`config.mk`:
```
export PLATFORM = sky130hd
export DESIGN_NAME = pci_isolation_reset_wake_control
export DESIGN_NICKNAME = d
export VERILOG_FILES = /design/src/iso_rst_pkg.sv /design/src/pci_isolation_reset_wake_control.sv
export SDC_FILE = /design/constraint.sdc
export NUM_CORES = 1
export LEC_CHECK = 0
export ABC_AREA = 1
export ABC_CLOCK_PERIOD_IN_PS = 3100
export BUFFER_PORTS_ARGS = -buffer_cell sky130_fd_sc_hd__buf_2
export CORE_ASPECT_RATIO = 2
export CORE_MARGIN = 5
export CORE_UTILIZATION = 55
export DETAILED_ROUTE_END_ITERATION = 16
export PLACE_DENSITY = 0.69
export SYNTH_ARGS = -nofsm -noshare
export SYNTH_HDL_FRONTEND = slang
export SYNTH_SLANG_ARGS = --single-unit
```
`constraint.sdc`:
```
create_clock -name CORE_CLK -period 3.1 [get_ports CORE_CLK]
set_input_delay 0.465 -clock CORE_CLK [delete_from_list [all_inputs] [get_ports CORE_CLK]]
set_output_delay 0.465 -clock CORE_CLK [all_outputs]
set_load 0.1 [all_outputs]
```
`src/iso_rst_pkg.sv`:
```
/*
  constants for the PCI isolation, reset and wake control block.
  assumes one always-running auxiliary clock domain at 100 MHz.
*/
package iso_rst_pkg;
  localparam int unsigned CLK_MHZ = 100;
  localparam int unsigned WAKE_WINDOW_BYTES = 128;
  localparam logic [7:0] WAKE_WINDOW_LAST = 8'h7f;
  localparam logic [1:0] DSTATE_D0 = 2'h0;
  localparam logic [1:0] DSTATE_D1 = 2'h1;
  localparam logic [1:0] DSTATE_D2 = 2'h2;
  localparam logic [1:0] DSTATE_D3 = 2'h3;
  localparam logic [2:0] SYNC_RESET = 3'h0;
  localparam logic [7:0] BYTE_CNT_RESET = 8'h00;
  // packet class codes from the frame parser
  localparam int unsigned NUM_CLASSES = 5;
  localparam int unsigned CLASS_ARP = 0;
  localparam int unsigned CLASS_DIRECT = 1;
  localparam int unsigned CLASS_ND6 = 2;
  localparam int unsigned CLASS_NBT = 3;
  localparam int unsigned CLASS_DIAG = 4;
  typedef enum logic [2:0] {
    BUS_OFF = 3'b001,
    BUS_RESET = 3'b010,
    BUS_ON = 3'b100
  } bus_state_t;
endpackage

```
`src/pci_isolation_reset_wake_control.sv`:
```
/*
  isolation, internal initialization and wake event control.
  assumes CORE_CLK runs from auxiliary power and never stops; PCI pins are asynchronous.
  assumes the frame parser outside flags class hits per byte; this block only filters.
  assumes POWER_STATE, PME_ENABLE and the MAC configure bits are same-clock levels.
  assumes LINK_VALID comes from logic on CORE_CLK, so it needs no synchroniser.
  assumes the alternate power-on reset pin may toggle at any time, so it is filtered.
  the PCI clock is never used here: it may be missing while the bus is powered off.
  a user must hold CE high for the synchronisers to track the pins at all.
*/
`timescale 1ns/1ps
module pci_isolation_reset_wake_control (
  input wire logic CORE_CLK, // auxiliary clock
  input wire logic RST, // synchronous reset, high
  input wire logic CE, // clock enable
  input wire logic ALTERNATE_POR_N, // alternate power-on reset, async pin
  input wire logic ISOLATE_N, // PCI power good, low isolates
  input wire logic PCI_RST_N, // PCI reset pin
  input wire logic AUX_SUPPLY_SENSE, // aux supply present
  input wire logic [1:0] POWER_STATE, // D state from config space
  input wire logic PME_ENABLE, // event-enable bit
  input wire logic PME_STATUS_CLR, // clear pending event, pulse
  input wire logic CFG_LINK_WAKE_EN, // link wake set by MAC configure
  input wire logic CFG_PKT_WAKE_EN, // packet wake set by MAC configure
  input wire logic [4:0] CFG_CLASS_EN, // per-class enable
  input wire logic LINK_VALID, // link status, same clock
  input wire logic RX_BYTE_VALID, // received byte strobe
  input wire logic RX_FRAME_START, // first byte of frame
  input wire logic RX_FRAME_END, // frame end pulse
  input wire logic [4:0] RX_CLASS_HIT, // parser class hits, per byte
  input wire logic [7:0] RX_BYTE, // received byte
  input wire logic [7:0] PCI_OUT_DATA, // core PCI outputs
  input wire logic [7:0] PCI_OUT_EN_REQ, // core PCI enables
  input wire logic [7:0] PCI_IN_PINS, // raw PCI inputs
  output logic [7:0] PCI_IN_GATED, // inputs seen by core
  output logic [7:0] PCI_PIN_O, // PCI pin outputs
  output logic [7:0] PCI_PIN_OE, // PCI pin enables
  output logic PME_N_O, // event pin output
  output logic PME_N_OE, // event pin enable
  output logic INIT, // internal initialization
  output logic EVENT_CTX_RESET, // clears event context
  output logic PME_STATUS, // pending event flag
  output logic BUS_WAKE, // B3 to B0 pulse
  output logic [7:0] WAKE_PKT_BYTE, // stored frame byte
  output logic [7:0] WAKE_PKT_LEN // stored frame length
);
  logic [2:0] iso_sync_ff, nxt_iso_sync;
  logic [2:0] prst_sync_ff, nxt_prst_sync;
  logic [2:0] por_sync_ff, nxt_por_sync;
  logic iso_ff, nxt_iso;
  logic prst_ff, nxt_prst;
  logic por_n_ff, nxt_por_n;
  logic link_ff, nxt_link;
  iso_rst_pkg::bus_state_t bus_ff, nxt_bus;
  logic init_ff, nxt_init;
  logic ctx_rst_ff, nxt_ctx_rst;
  logic wake_ff, nxt_wake;
  logic pme_ff, nxt_pme;
  logic [7:0] cnt_ff, nxt_cnt;
  logic [4:0] hit_ff, nxt_hit;
  logic [7:0] len_ff, nxt_len;
  logic [7:0] pkt_mem [0:127];
  logic [7:0] pkt_q_ff;
  logic iso_rise, iso_fall, prst_rise;
  logic pci_live, in_window, pkt_match, link_evt;
  logic [4:0] class_ok;

  // three-stage synchronisers, change counted once stages 2 and 3 agree
  // stage 1 may go metastable, so only stages 2 and 3 feed the filtered level
  // a one-cycle glitch on a pin never reaches the filtered level
  // cost: every pin change is seen three to four edges late
  always_comb begin
    nxt_iso_sync = {iso_sync_ff[1:0], ISOLATE_N};
    nxt_prst_sync = {prst_sync_ff[1:0], PCI_RST_N};
    nxt_por_sync = {por_sync_ff[1:0], ALTERNATE_POR_N};
    nxt_iso = (iso_sync_ff[1] == iso_sync_ff[2]) ? iso_sync_ff[2] : iso_ff;
    nxt_prst = (prst_sync_ff[1] == prst_sync_ff[2]) ? prst_sync_ff[2] : prst_ff;
    nxt_por_n = (por_sync_ff[1] == por_sync_ff[2]) ? por_sync_ff[2] : por_n_ff;
  end

  always_ff @(posedge CORE_CLK) begin
    if (RST) begin
      iso_sync_ff <= iso_rst_pkg::SYNC_RESET;
      prst_sync_ff <= iso_rst_pkg::SYNC_RESET;
      por_sync_ff <= iso_rst_pkg::SYNC_RESET;
      iso_ff <= 1'b0;
      prst_ff <= 1'b0;
      por_n_ff <= 1'b0;
    end else if (CE) begin
      iso_sync_ff <= nxt_iso_sync;
      prst_sync_ff <= nxt_prst_sync;
      por_sync_ff <= nxt_por_sync;
      iso_ff <= nxt_iso;
      prst_ff <= nxt_prst;
      por_n_ff <= nxt_por_n;
    end
  end

  // both isolate edges and the reset trailing edge, seen from the filtered levels
  // edges come from the filtered level, never from a raw pin, so one edge = one pulse
  // reset edge is masked while isolated or on aux supply: the pin is undefined then
  assign iso_rise = nxt_iso & ~iso_ff;
  assign iso_fall = ~nxt_iso & iso_ff;
  assign prst_rise = nxt_prst & ~prst_ff & iso_ff & ~AUX_SUPPLY_SENSE;

  // bus power tracking and initialization generation
  // bus_off: no PCI power; bus_reset: powered, reset held; bus_on: running
  // a falling isolate level always wins and returns the tracker to bus_off
  // init is a level in D0 to D2 and a pulse in D3, where the reset pin may float
  // an isolate trailing edge always pulses init, whatever the power state
  always_comb begin
    nxt_bus = bus_ff;
    nxt_wake = 1'b0;
    nxt_init = 1'b0;
    nxt_ctx_rst = 1'b0;
    case (bus_ff)
      iso_rst_pkg::BUS_OFF: begin
        if (nxt_iso) begin
          nxt_bus = iso_rst_pkg::BUS_RESET;
        end
      end
      iso_rst_pkg::BUS_RESET: begin
        if (prst_rise) begin
          nxt_bus = iso_rst_pkg::BUS_ON;
          nxt_wake = 1'b1;
        end
      end
      iso_rst_pkg::BUS_ON: begin
        if (~nxt_prst & ~AUX_SUPPLY_SENSE) begin
          nxt_bus = iso_rst_pkg::BUS_RESET;
        end
      end
      default: nxt_bus = iso_rst_pkg::BUS_OFF;
    endcase
    if (iso_fall) begin
      nxt_bus = iso_rst_pkg::BUS_OFF;
    end
    // level init in D0-D2, edge init in D3, isolate edge always
    if (iso_ff & ~AUX_SUPPLY_SENSE) begin
      if (POWER_STATE != iso_rst_pkg::DSTATE_D3) begin
        nxt_init = ~nxt_prst;
      end else begin
        nxt_init = prst_rise;
      end
    end
    if (iso_rise | ~nxt_por_n) begin
      nxt_init = 1'b1;
    end
    // event context survives init unless events disabled outside D3, or power-on reset
    nxt_ctx_rst = ~nxt_por_n | (nxt_init & ~PME_ENABLE & POWER_STATE != iso_rst_pkg::DSTATE_D3);
  end

  always_ff @(posedge CORE_CLK) begin
    if (RST) begin
      bus_ff <= iso_rst_pkg::BUS_OFF;
      wake_ff <= 1'b0;
      init_ff <= 1'b1;
      ctx_rst_ff <= 1'b1;
    end else if (CE) begin
      bus_ff <= nxt_bus;
      wake_ff <= nxt_wake;
      init_ff <= nxt_init;
      ctx_rst_ff <= nxt_ctx_rst;
    end
  end

  // PCI pins live only when powered and either out of reset or on aux supply
  // while init runs the core is not ready, so its outputs stay floating too
  // gated inputs read as zero, so a floating bus cannot look like a request
  assign pci_live = iso_ff & (prst_ff | AUX_SUPPLY_SENSE) & ~init_ff;
  assign PCI_IN_GATED = pci_live ? PCI_IN_PINS : 8'h00;
  assign PCI_PIN_O = PCI_OUT_DATA;
  assign PCI_PIN_OE = pci_live ? PCI_OUT_EN_REQ : 8'h00;

  // per-class match gating
  // each class is enabled on its own by the MAC configure setting
  genvar gi;
  generate
    for (gi = 0; gi < iso_rst_pkg::NUM_CLASSES; gi++) begin : g_class
      assign class_ok[gi] = RX_CLASS_HIT[gi] & CFG_CLASS_EN[gi];
    end
  endgenerate

  // packet window, class capture and link change
  // the byte counter stops one past the window, so later bytes cannot match
  // packet match is refused in D0: the host is awake and reads frames itself
  // link change is taken in every power state, either direction
  assign in_window = (cnt_ff <= iso_rst_pkg::WAKE_WINDOW_LAST);
  assign pkt_match = RX_FRAME_END & (|hit_ff) & CFG_PKT_WAKE_EN
    & (POWER_STATE != iso_rst_pkg::DSTATE_D0);
  assign link_evt = (LINK_VALID != link_ff) & CFG_LINK_WAKE_EN;

  always_comb begin
    nxt_cnt = cnt_ff;
    nxt_hit = hit_ff;
    nxt_len = len_ff;
    nxt_link = LINK_VALID;
    if (RX_BYTE_VALID) begin
      if (RX_FRAME_START) begin
        nxt_cnt = 8'h01;
        nxt_hit = class_ok;
      end else if (in_window) begin
        nxt_cnt = cnt_ff + 8'h01;
        nxt_hit = hit_ff | class_ok;
      end
    end
    if (RX_FRAME_END) begin
      if (pkt_match & PME_ENABLE & ~pme_ff) begin
        nxt_len = cnt_ff;
      end
      nxt_hit = 5'h00;
    end
    // set beats clear; enable-gated
    // a clear in the same cycle as a new event must not lose that event
    nxt_pme = pme_ff;
    if (PME_STATUS_CLR) begin
      nxt_pme = 1'b0;
    end
    if (PME_ENABLE & (pkt_match | link_evt)) begin
      nxt_pme = 1'b1;
    end
    if (ctx_rst_ff) begin
      nxt_pme = 1'b0;
      nxt_len = iso_rst_pkg::BYTE_CNT_RESET;
    end
  end

  always_ff @(posedge CORE_CLK) begin
    if (RST) begin
      cnt_ff <= iso_rst_pkg::BYTE_CNT_RESET;
      hit_ff <= 5'h00;
      len_ff <= iso_rst_pkg::BYTE_CNT_RESET;
      link_ff <= 1'b0;
      pme_ff <= 1'b0;
    end else if (CE) begin
      cnt_ff <= nxt_cnt;
      hit_ff <= nxt_hit;
      len_ff <= nxt_len;
      link_ff <= nxt_link;
      pme_ff <= nxt_pme;
    end
  end

  // stored frame bytes, kept across PCI reset while events enabled
  // frozen while an event is pending, so the host reads the frame that woke it
  // frame start writes slot 0 even when the old count sits past the window
  // the array has no reset: its contents are only meaningful after a match
  always_ff @(posedge CORE_CLK) begin
    if (CE & RX_BYTE_VALID & (RX_FRAME_START | in_window) & ~pme_ff) begin
      pkt_mem[RX_FRAME_START ? 7'h00 : cnt_ff[6:0]] <= RX_BYTE;
    end
    if (RST) begin
      pkt_q_ff <= 8'h00;
    end else if (CE) begin
      pkt_q_ff <= pkt_mem[PCI_IN_GATED[6:0]];
    end
  end

  // outputs: event pin open-drain low, never isolated
  // the event pin only pulls low; the enable is the whole of its drive
  // it ignores isolate and reset so a powered-off host can still be woken
  // gated by the enable bit and at least one MAC configure wake setting
  assign PME_N_O = 1'b0;
  assign PME_N_OE = pme_ff & PME_ENABLE & (CFG_LINK_WAKE_EN | CFG_PKT_WAKE_EN);
  assign INIT = init_ff;
  assign EVENT_CTX_RESET = ctx_rst_ff;
  assign PME_STATUS = pme_ff;
  assign BUS_WAKE = wake_ff;
  assign WAKE_PKT_BYTE = pkt_q_ff;
  assign WAKE_PKT_LEN = len_ff;
endmodule

```
### Word level (Yosys, flattened, before mapping)

Memories as Yosys holds them, arrays and structs flattened. A register that Yosys moved wholly into a read port is not among the register bits.
Cells that the tools add are included.

* bits in writable memories: 1024
* output and inout port bits: 46
* register bits: 41
* word-level logic and storage cells: 116
* input port bits: 59
* memories kept: 1

Memory list
* pkt_mem: depth 128, bits a word 8, read ports 1, clocked after memory_dff 1, write ports 1, RTL line pci_isolation_reset_wake_control.sv:62 `logic [7:0] pkt_mem [0:127];`

* mux-type cells: 30
* reduce and logical (&&, ||, !) cells: 13
* eq/ne operators: 11
* bitwise operators: 44
* add/sub/neg operators: 1
* magnitude comparators: 1

Operator list (count)
* two-way mux 8 bit: 7
* bitwise AND 1 bit: 28
* two-way mux 5 bit: 4
* two-way mux 1 bit: 13
* two-way mux 3 bit: 4
* nonzero test 2 bit: 5
* != test 3 bit (second input constant): 3
* inverter 1 bit: 9
* case mux 3 bit (3 select lines): 1
* AND reduction 3 bit: 3
* adder 8 x 1 -> 8 bit (second input constant): 1
* less-or-equal comparator 8 x 7 -> 1 bit (second input constant): 1
* two-way mux 7 bit: 1
* OR 1 bit: 6
* nonzero test 3 bit: 2
* OR 5 bit: 1
* OR reduction 5 bit: 1
* AND reduction 4 bit: 1
* == test 1 bit: 3
* == test 3 x 1 -> 1 bit (second input constant): 1
* == test 3 x 2 -> 1 bit (second input constant): 1
* == test 3 bit (second input constant): 1
* != test 2 bit (second input constant): 1
* AND reduction 2 bit: 1
* != test 1 bit: 1

### Depth between registers and ports, before layout

* word-level depth: 11
* depth in mapped cells: 18
* gate-level depth less buffers: 16

### Worst setup path before layout

OpenSTA, ideal clock, no wires.

* path type: register to output
* from: register pme_ff, in the netlist PME_STATUS
* to: output PME_N_OE
* stages on the path, launching flop included: 3
* arrival time: 3.208 ns
* slack: -0.573 ns
* required time: 2.635 ns
* path buffers: 0
* cell sequence: dfxtp_1 inv_1 nor3_1

* word-level cells in the longest chain between the ends: 2

RTL lines
* start: declaration: RTL line pci_isolation_reset_wake_control.sv:58 `logic pme_ff, nxt_pme;`
* start signal: assignment: RTL line pci_isolation_reset_wake_control.sv:240 `pme_ff <= nxt_pme;`
* bitwise AND 1 bit (2 in a row): RTL line pci_isolation_reset_wake_control.sv:264 `assign PME_N_OE = pme_ff & PME_ENABLE & (CFG_LINK_WAKE_EN | CFG_PKT_WAKE_EN);`
* end: declaration: RTL line pci_isolation_reset_wake_control.sv:39 `output logic PME_N_OE,`

Every way passes these cells.

### Worst setup path after layout

* from: register iso_ff
* to: output PCI_IN_GATED[3]

* word-level cells in the longest chain between the ends: 3

RTL lines
* start: declaration: RTL line pci_isolation_reset_wake_control.sv:50 `logic iso_ff, nxt_iso;`
* start signal: assignment: RTL line pci_isolation_reset_wake_control.sv:93 `iso_ff <= nxt_iso;`
* bitwise AND 1 bit (2 in a row): RTL line pci_isolation_reset_wake_control.sv:170 `assign pci_live = iso_ff & (prst_ff | AUX_SUPPLY_SENSE) & ~init_ff;`
* two-way mux 8 bit: RTL line pci_isolation_reset_wake_control.sv:171 `assign PCI_IN_GATED = pci_live ? PCI_IN_PINS : 8'h00;`
* end: declaration: RTL line pci_isolation_reset_wake_control.sv:35 `output logic [7:0] PCI_IN_GATED,`

Every way passes these cells.

==> impl_metrics.json <==
{
  "run_status": "complete, no violations",
  "root_buffer": "clkbuf_16",
  "synth_top_cell_area_share_pct": 65.4,
  "clock-sinks": 1073,
  "die_area_sq_um": 91800,
  "rows": 151,
  "crit_type": "reg2out",
  "placed_cell_area_sq_um": 50200,
  "drt_iter0_markers": 3039,
  "synthTopCellsByCount": "edfxtp_1, nand2_1, nand3_1, inv_1, nor2_1",
  "avgSynthCellArea_sq_um": 10.4,
  "setup_viol": 0,
  "power.internal_mw": 22.1,
  "rsz0062_at_grt": "false",
  "hpwl_um": 86300,
  "drt_wl_total_um": 132000,
  "synthCells": 4509,
  "initial_core_util_pct": 55.4,
  "clk_latency_ns": 0.69,
  "grt_antenna_before_repair": 1,
  "ios": 105,
  "synth_fp_nets": 4569,
  "fin_tns_setup_ns": 0,
  "hold_viol": 0,
  "yosysUniqueCellTypes": 38,
  "switching_share_pct": 21.2,
  "grt_pass1_vias": 32700,
  "cp-start-kind": "flip-flop",
  "viasPerCell": 5.69,
  "fill_cells": 6535,
  "pwr-share-comb_pct": 3.2,
  "slew_headroom_pct": 22.9,
  "crit_chain": "nand2_1, nor2_4, buf_12, buf_12, nand2_2, inv_2, buf_12, buf_12",
  "power.density_nw_per_um2": 528,
  "cp_max_fo": 41,
  "vias": 33300,
  "period_needed_ns": 2.98,
  "design_area_sq_um": 53200,
  "worstMarginPinSlew_ns": 1.15,
  "synth_top_cell_by_area": "edfxtp_1",
  "synth_flop_cell": "edfxtp_1",
  "die_w_um": 217,
  "htreeDepth": 3,
  "slowest_stage": "dfxtp_2",
  "cts_buffers": 88,
  "gp_congestion": 0.952,
  "dieHeight_um": 423,
  "clock_skew_ns": 0.0242,
  "drc": 0,
  "ir_drop_v": 0.000542,
  "whs_ns": 0.0311,
  "grt_pass1_wl_um": 198000,
  "areaGrowthSynthToFinish_pct": 13.1,
  "synth_edf_count": 1024,
  "wire_per_inst_um": 22.6,
  "max_cap_violations": 0,
  "critPathCaptureType": "output port",
  "p_clk_share_pct": 40.1,
  "yosysMostFrequentCell": "edfxtp_1",
  "yosys_warnings": 0,
  "ys_top_cells_by_area": "edfxtp_1, nand3_1, nand2_1, inv_1, dfxtp_1",
  "drive_gt1_share_pct": 11.7,
  "grt_usage_pct": 28.5,
  "coreArea_sq_um": 84800,
  "yosysSeqAreaShare_pct": 67.5,
  "first_pass_iters": 6,
  "grt_max_degree": 95,
  "critPathRequiredTime_ns": 2.63,
  "async_flop_share_pct": 0,
  "syn_area_sq_um": 47000,
  "power.total_mw": 28.1,
  "cts_buffer_depth": 3,
  "p_leak_nw": 21.8,
  "hold_class": "in2reg",
  "ant_nets": 0,
  "port-buffer-count": 87,
  "grt_remaining_overflow": 0,
  "cts_tree": "done",
  "cpMostUsedCell": "buf_12",
  "pwr-share-seq_pct": 56.7,
  "fin_crit_sh_pct": 96.0,
  "slew_violations": 0,
  "layout.nets": 4758,
  "synth-seq-cells": 1073,
  "clkSlewWorstSetupHoldPaths_ns": 0.07,
  "switching_power_mw": 5.96,
  "max_clock_freq_mhz": 336,
  "crit_path_max_incr_delay_ns": 0.41,
  "worstPathArrival_ns": 2.51
}
metal layers:
layer / GRT usage [%] / vias to the layer above / routed length [um]
met3: 3.85 / 377 / 8620
met1: 32.1 / 16000 / 44800
met5: 0 / - / 0
met4: 18.4 / 0 / 9930
met2: 50.7 / 1481 / 68900
li1: - / 15400 / -
cell families (layout without fill, tap and decap cells):
| logic type | Yosys count | after routing | share of synthesized area (%) |
|---|---|---|---|
| AOI/OAI and AO/OA | 186 | 186 | 2.58 |
| adders and majority gates | 1 | 1 | 0.0266 |
| buffers and inverters | 1018 | 1282 | 8.74 |
| DFF | 1073 | 1073 | 67.5 |
| other | 1 | 2 | 0.00798 |
| and+or+nand+nor | 2230 | 2230 | 21.1 |
cells in the final DEF, fill, tap and decap left out, types with 3 or more instances in the layout:
master,n
edfxtp_1,1024
nand2_1,956
nand3_1,903
inv_1,743
buf_4,241
nor2_1,231
clkbuf_16,89
buf_2,71
nand3b_1,64
o211ai_1,57
dfxtp_1,48
buf_12,48
o21ai_0,45
or2_2,41
a21oi_1,30
o2111ai_1,25
clkinv_2,18
clkinv_1,16
clkbuf_1,16
nor3_1,12
clkinvlp_4,9
o21ai_1,8
or2_1,8
bufinv_16,7
o22ai_1,6
a22oi_1,5
nand2_2,4
a211oi_1,4
inv_6,4
clkbuf_8,4
inv_2,3
inv_8,3
nor3b_1,3
dlygate4sd3_1,3
registers in the layout, indices dropped and copies added (netlist names), 3 cells and up:
| register | cells |
|---|---|
| cnt_ff | 8 |
| por_sync_ff | 3 |
| iso_sync_ff | 3 |
| hit_ff | 5 |
| WAKE_PKT_BYTE | 8 |
| prst_sync_ff | 3 |
| pkt_mem | 1024 |
| bus_ff | 3 |
| WAKE_PKT_LEN | 8 |
area by class of cell:
cell class,count,area [sq um],share of cell area (%)
inverter,752,2850,5.35
antenna,1,2.50,0.00471
multi-input combinational,2418,11200,21.1
sequential,1073,31700,59.7
clock buffer,109,2340,4.41
clock inverter,56,515,0.970
tap,1071,1340,2.52
timing repair buffer,365,3190,6.01
per-stage QoR:
stage | setup WS [ns] | instances | utilization (%)
2_1_floorplan | 0.0561 | 4509 | -
3_3_place_gp | 0.152 | 5674 | 59.2
3_5_place_dp | 0.113 | 5674 | 59.2
4_1_cts | 0.0934 | 5844 | 62.7
5_1_grt | 0.0137 | 5844 | 62.7
6_report | 0.124 | 5845 | 62.7
repair_timing:
action,CTS,global route
gates resized for setup,8,2
hold buffers,3,0
endpoints found under the hold margin,3,0
pin swaps,1,0
setup endpoints to repair,4,2
buffers inserted,2,0
critical path: cells and delay by family (launching register included):
family,cells,cell delay (ns)
DFF,1,0.41
and+or+nand+nor,3,0.40
buffers and inverters,5,0.92
power groups by stage:
stage / combinational, mW / sequential (mW) / clock (mW)
floorplan: 0.357 / 16.3 / 0
global route: 0.961 / 15.9 / 11.9
global placement: 0.880 / 16.2 / 0
CTS: 0.901 / 15.9 / 11.3
detailed placement: 0.895 / 16.2 / 0
finish: 0.908 / 15.9 / 11.2
final timing paths:
kind / depth (start not counted) / slack, ns / startpoint / end
worst max-delay path: 8 / 0.12 / iso_ff / PCI_IN_GATED[3]
worst min-delay path: 3 / 0.03 / LINK_VALID / link_ff
worst max register to register: 17 / 0.32 / iso_ff / WAKE_PKT_BYTE[1]
worst min register to register: 2 / 0.47 / WAKE_PKT_LEN[3] / WAKE_PKT_LEN[3]
(Power assumes the default switching activity.)
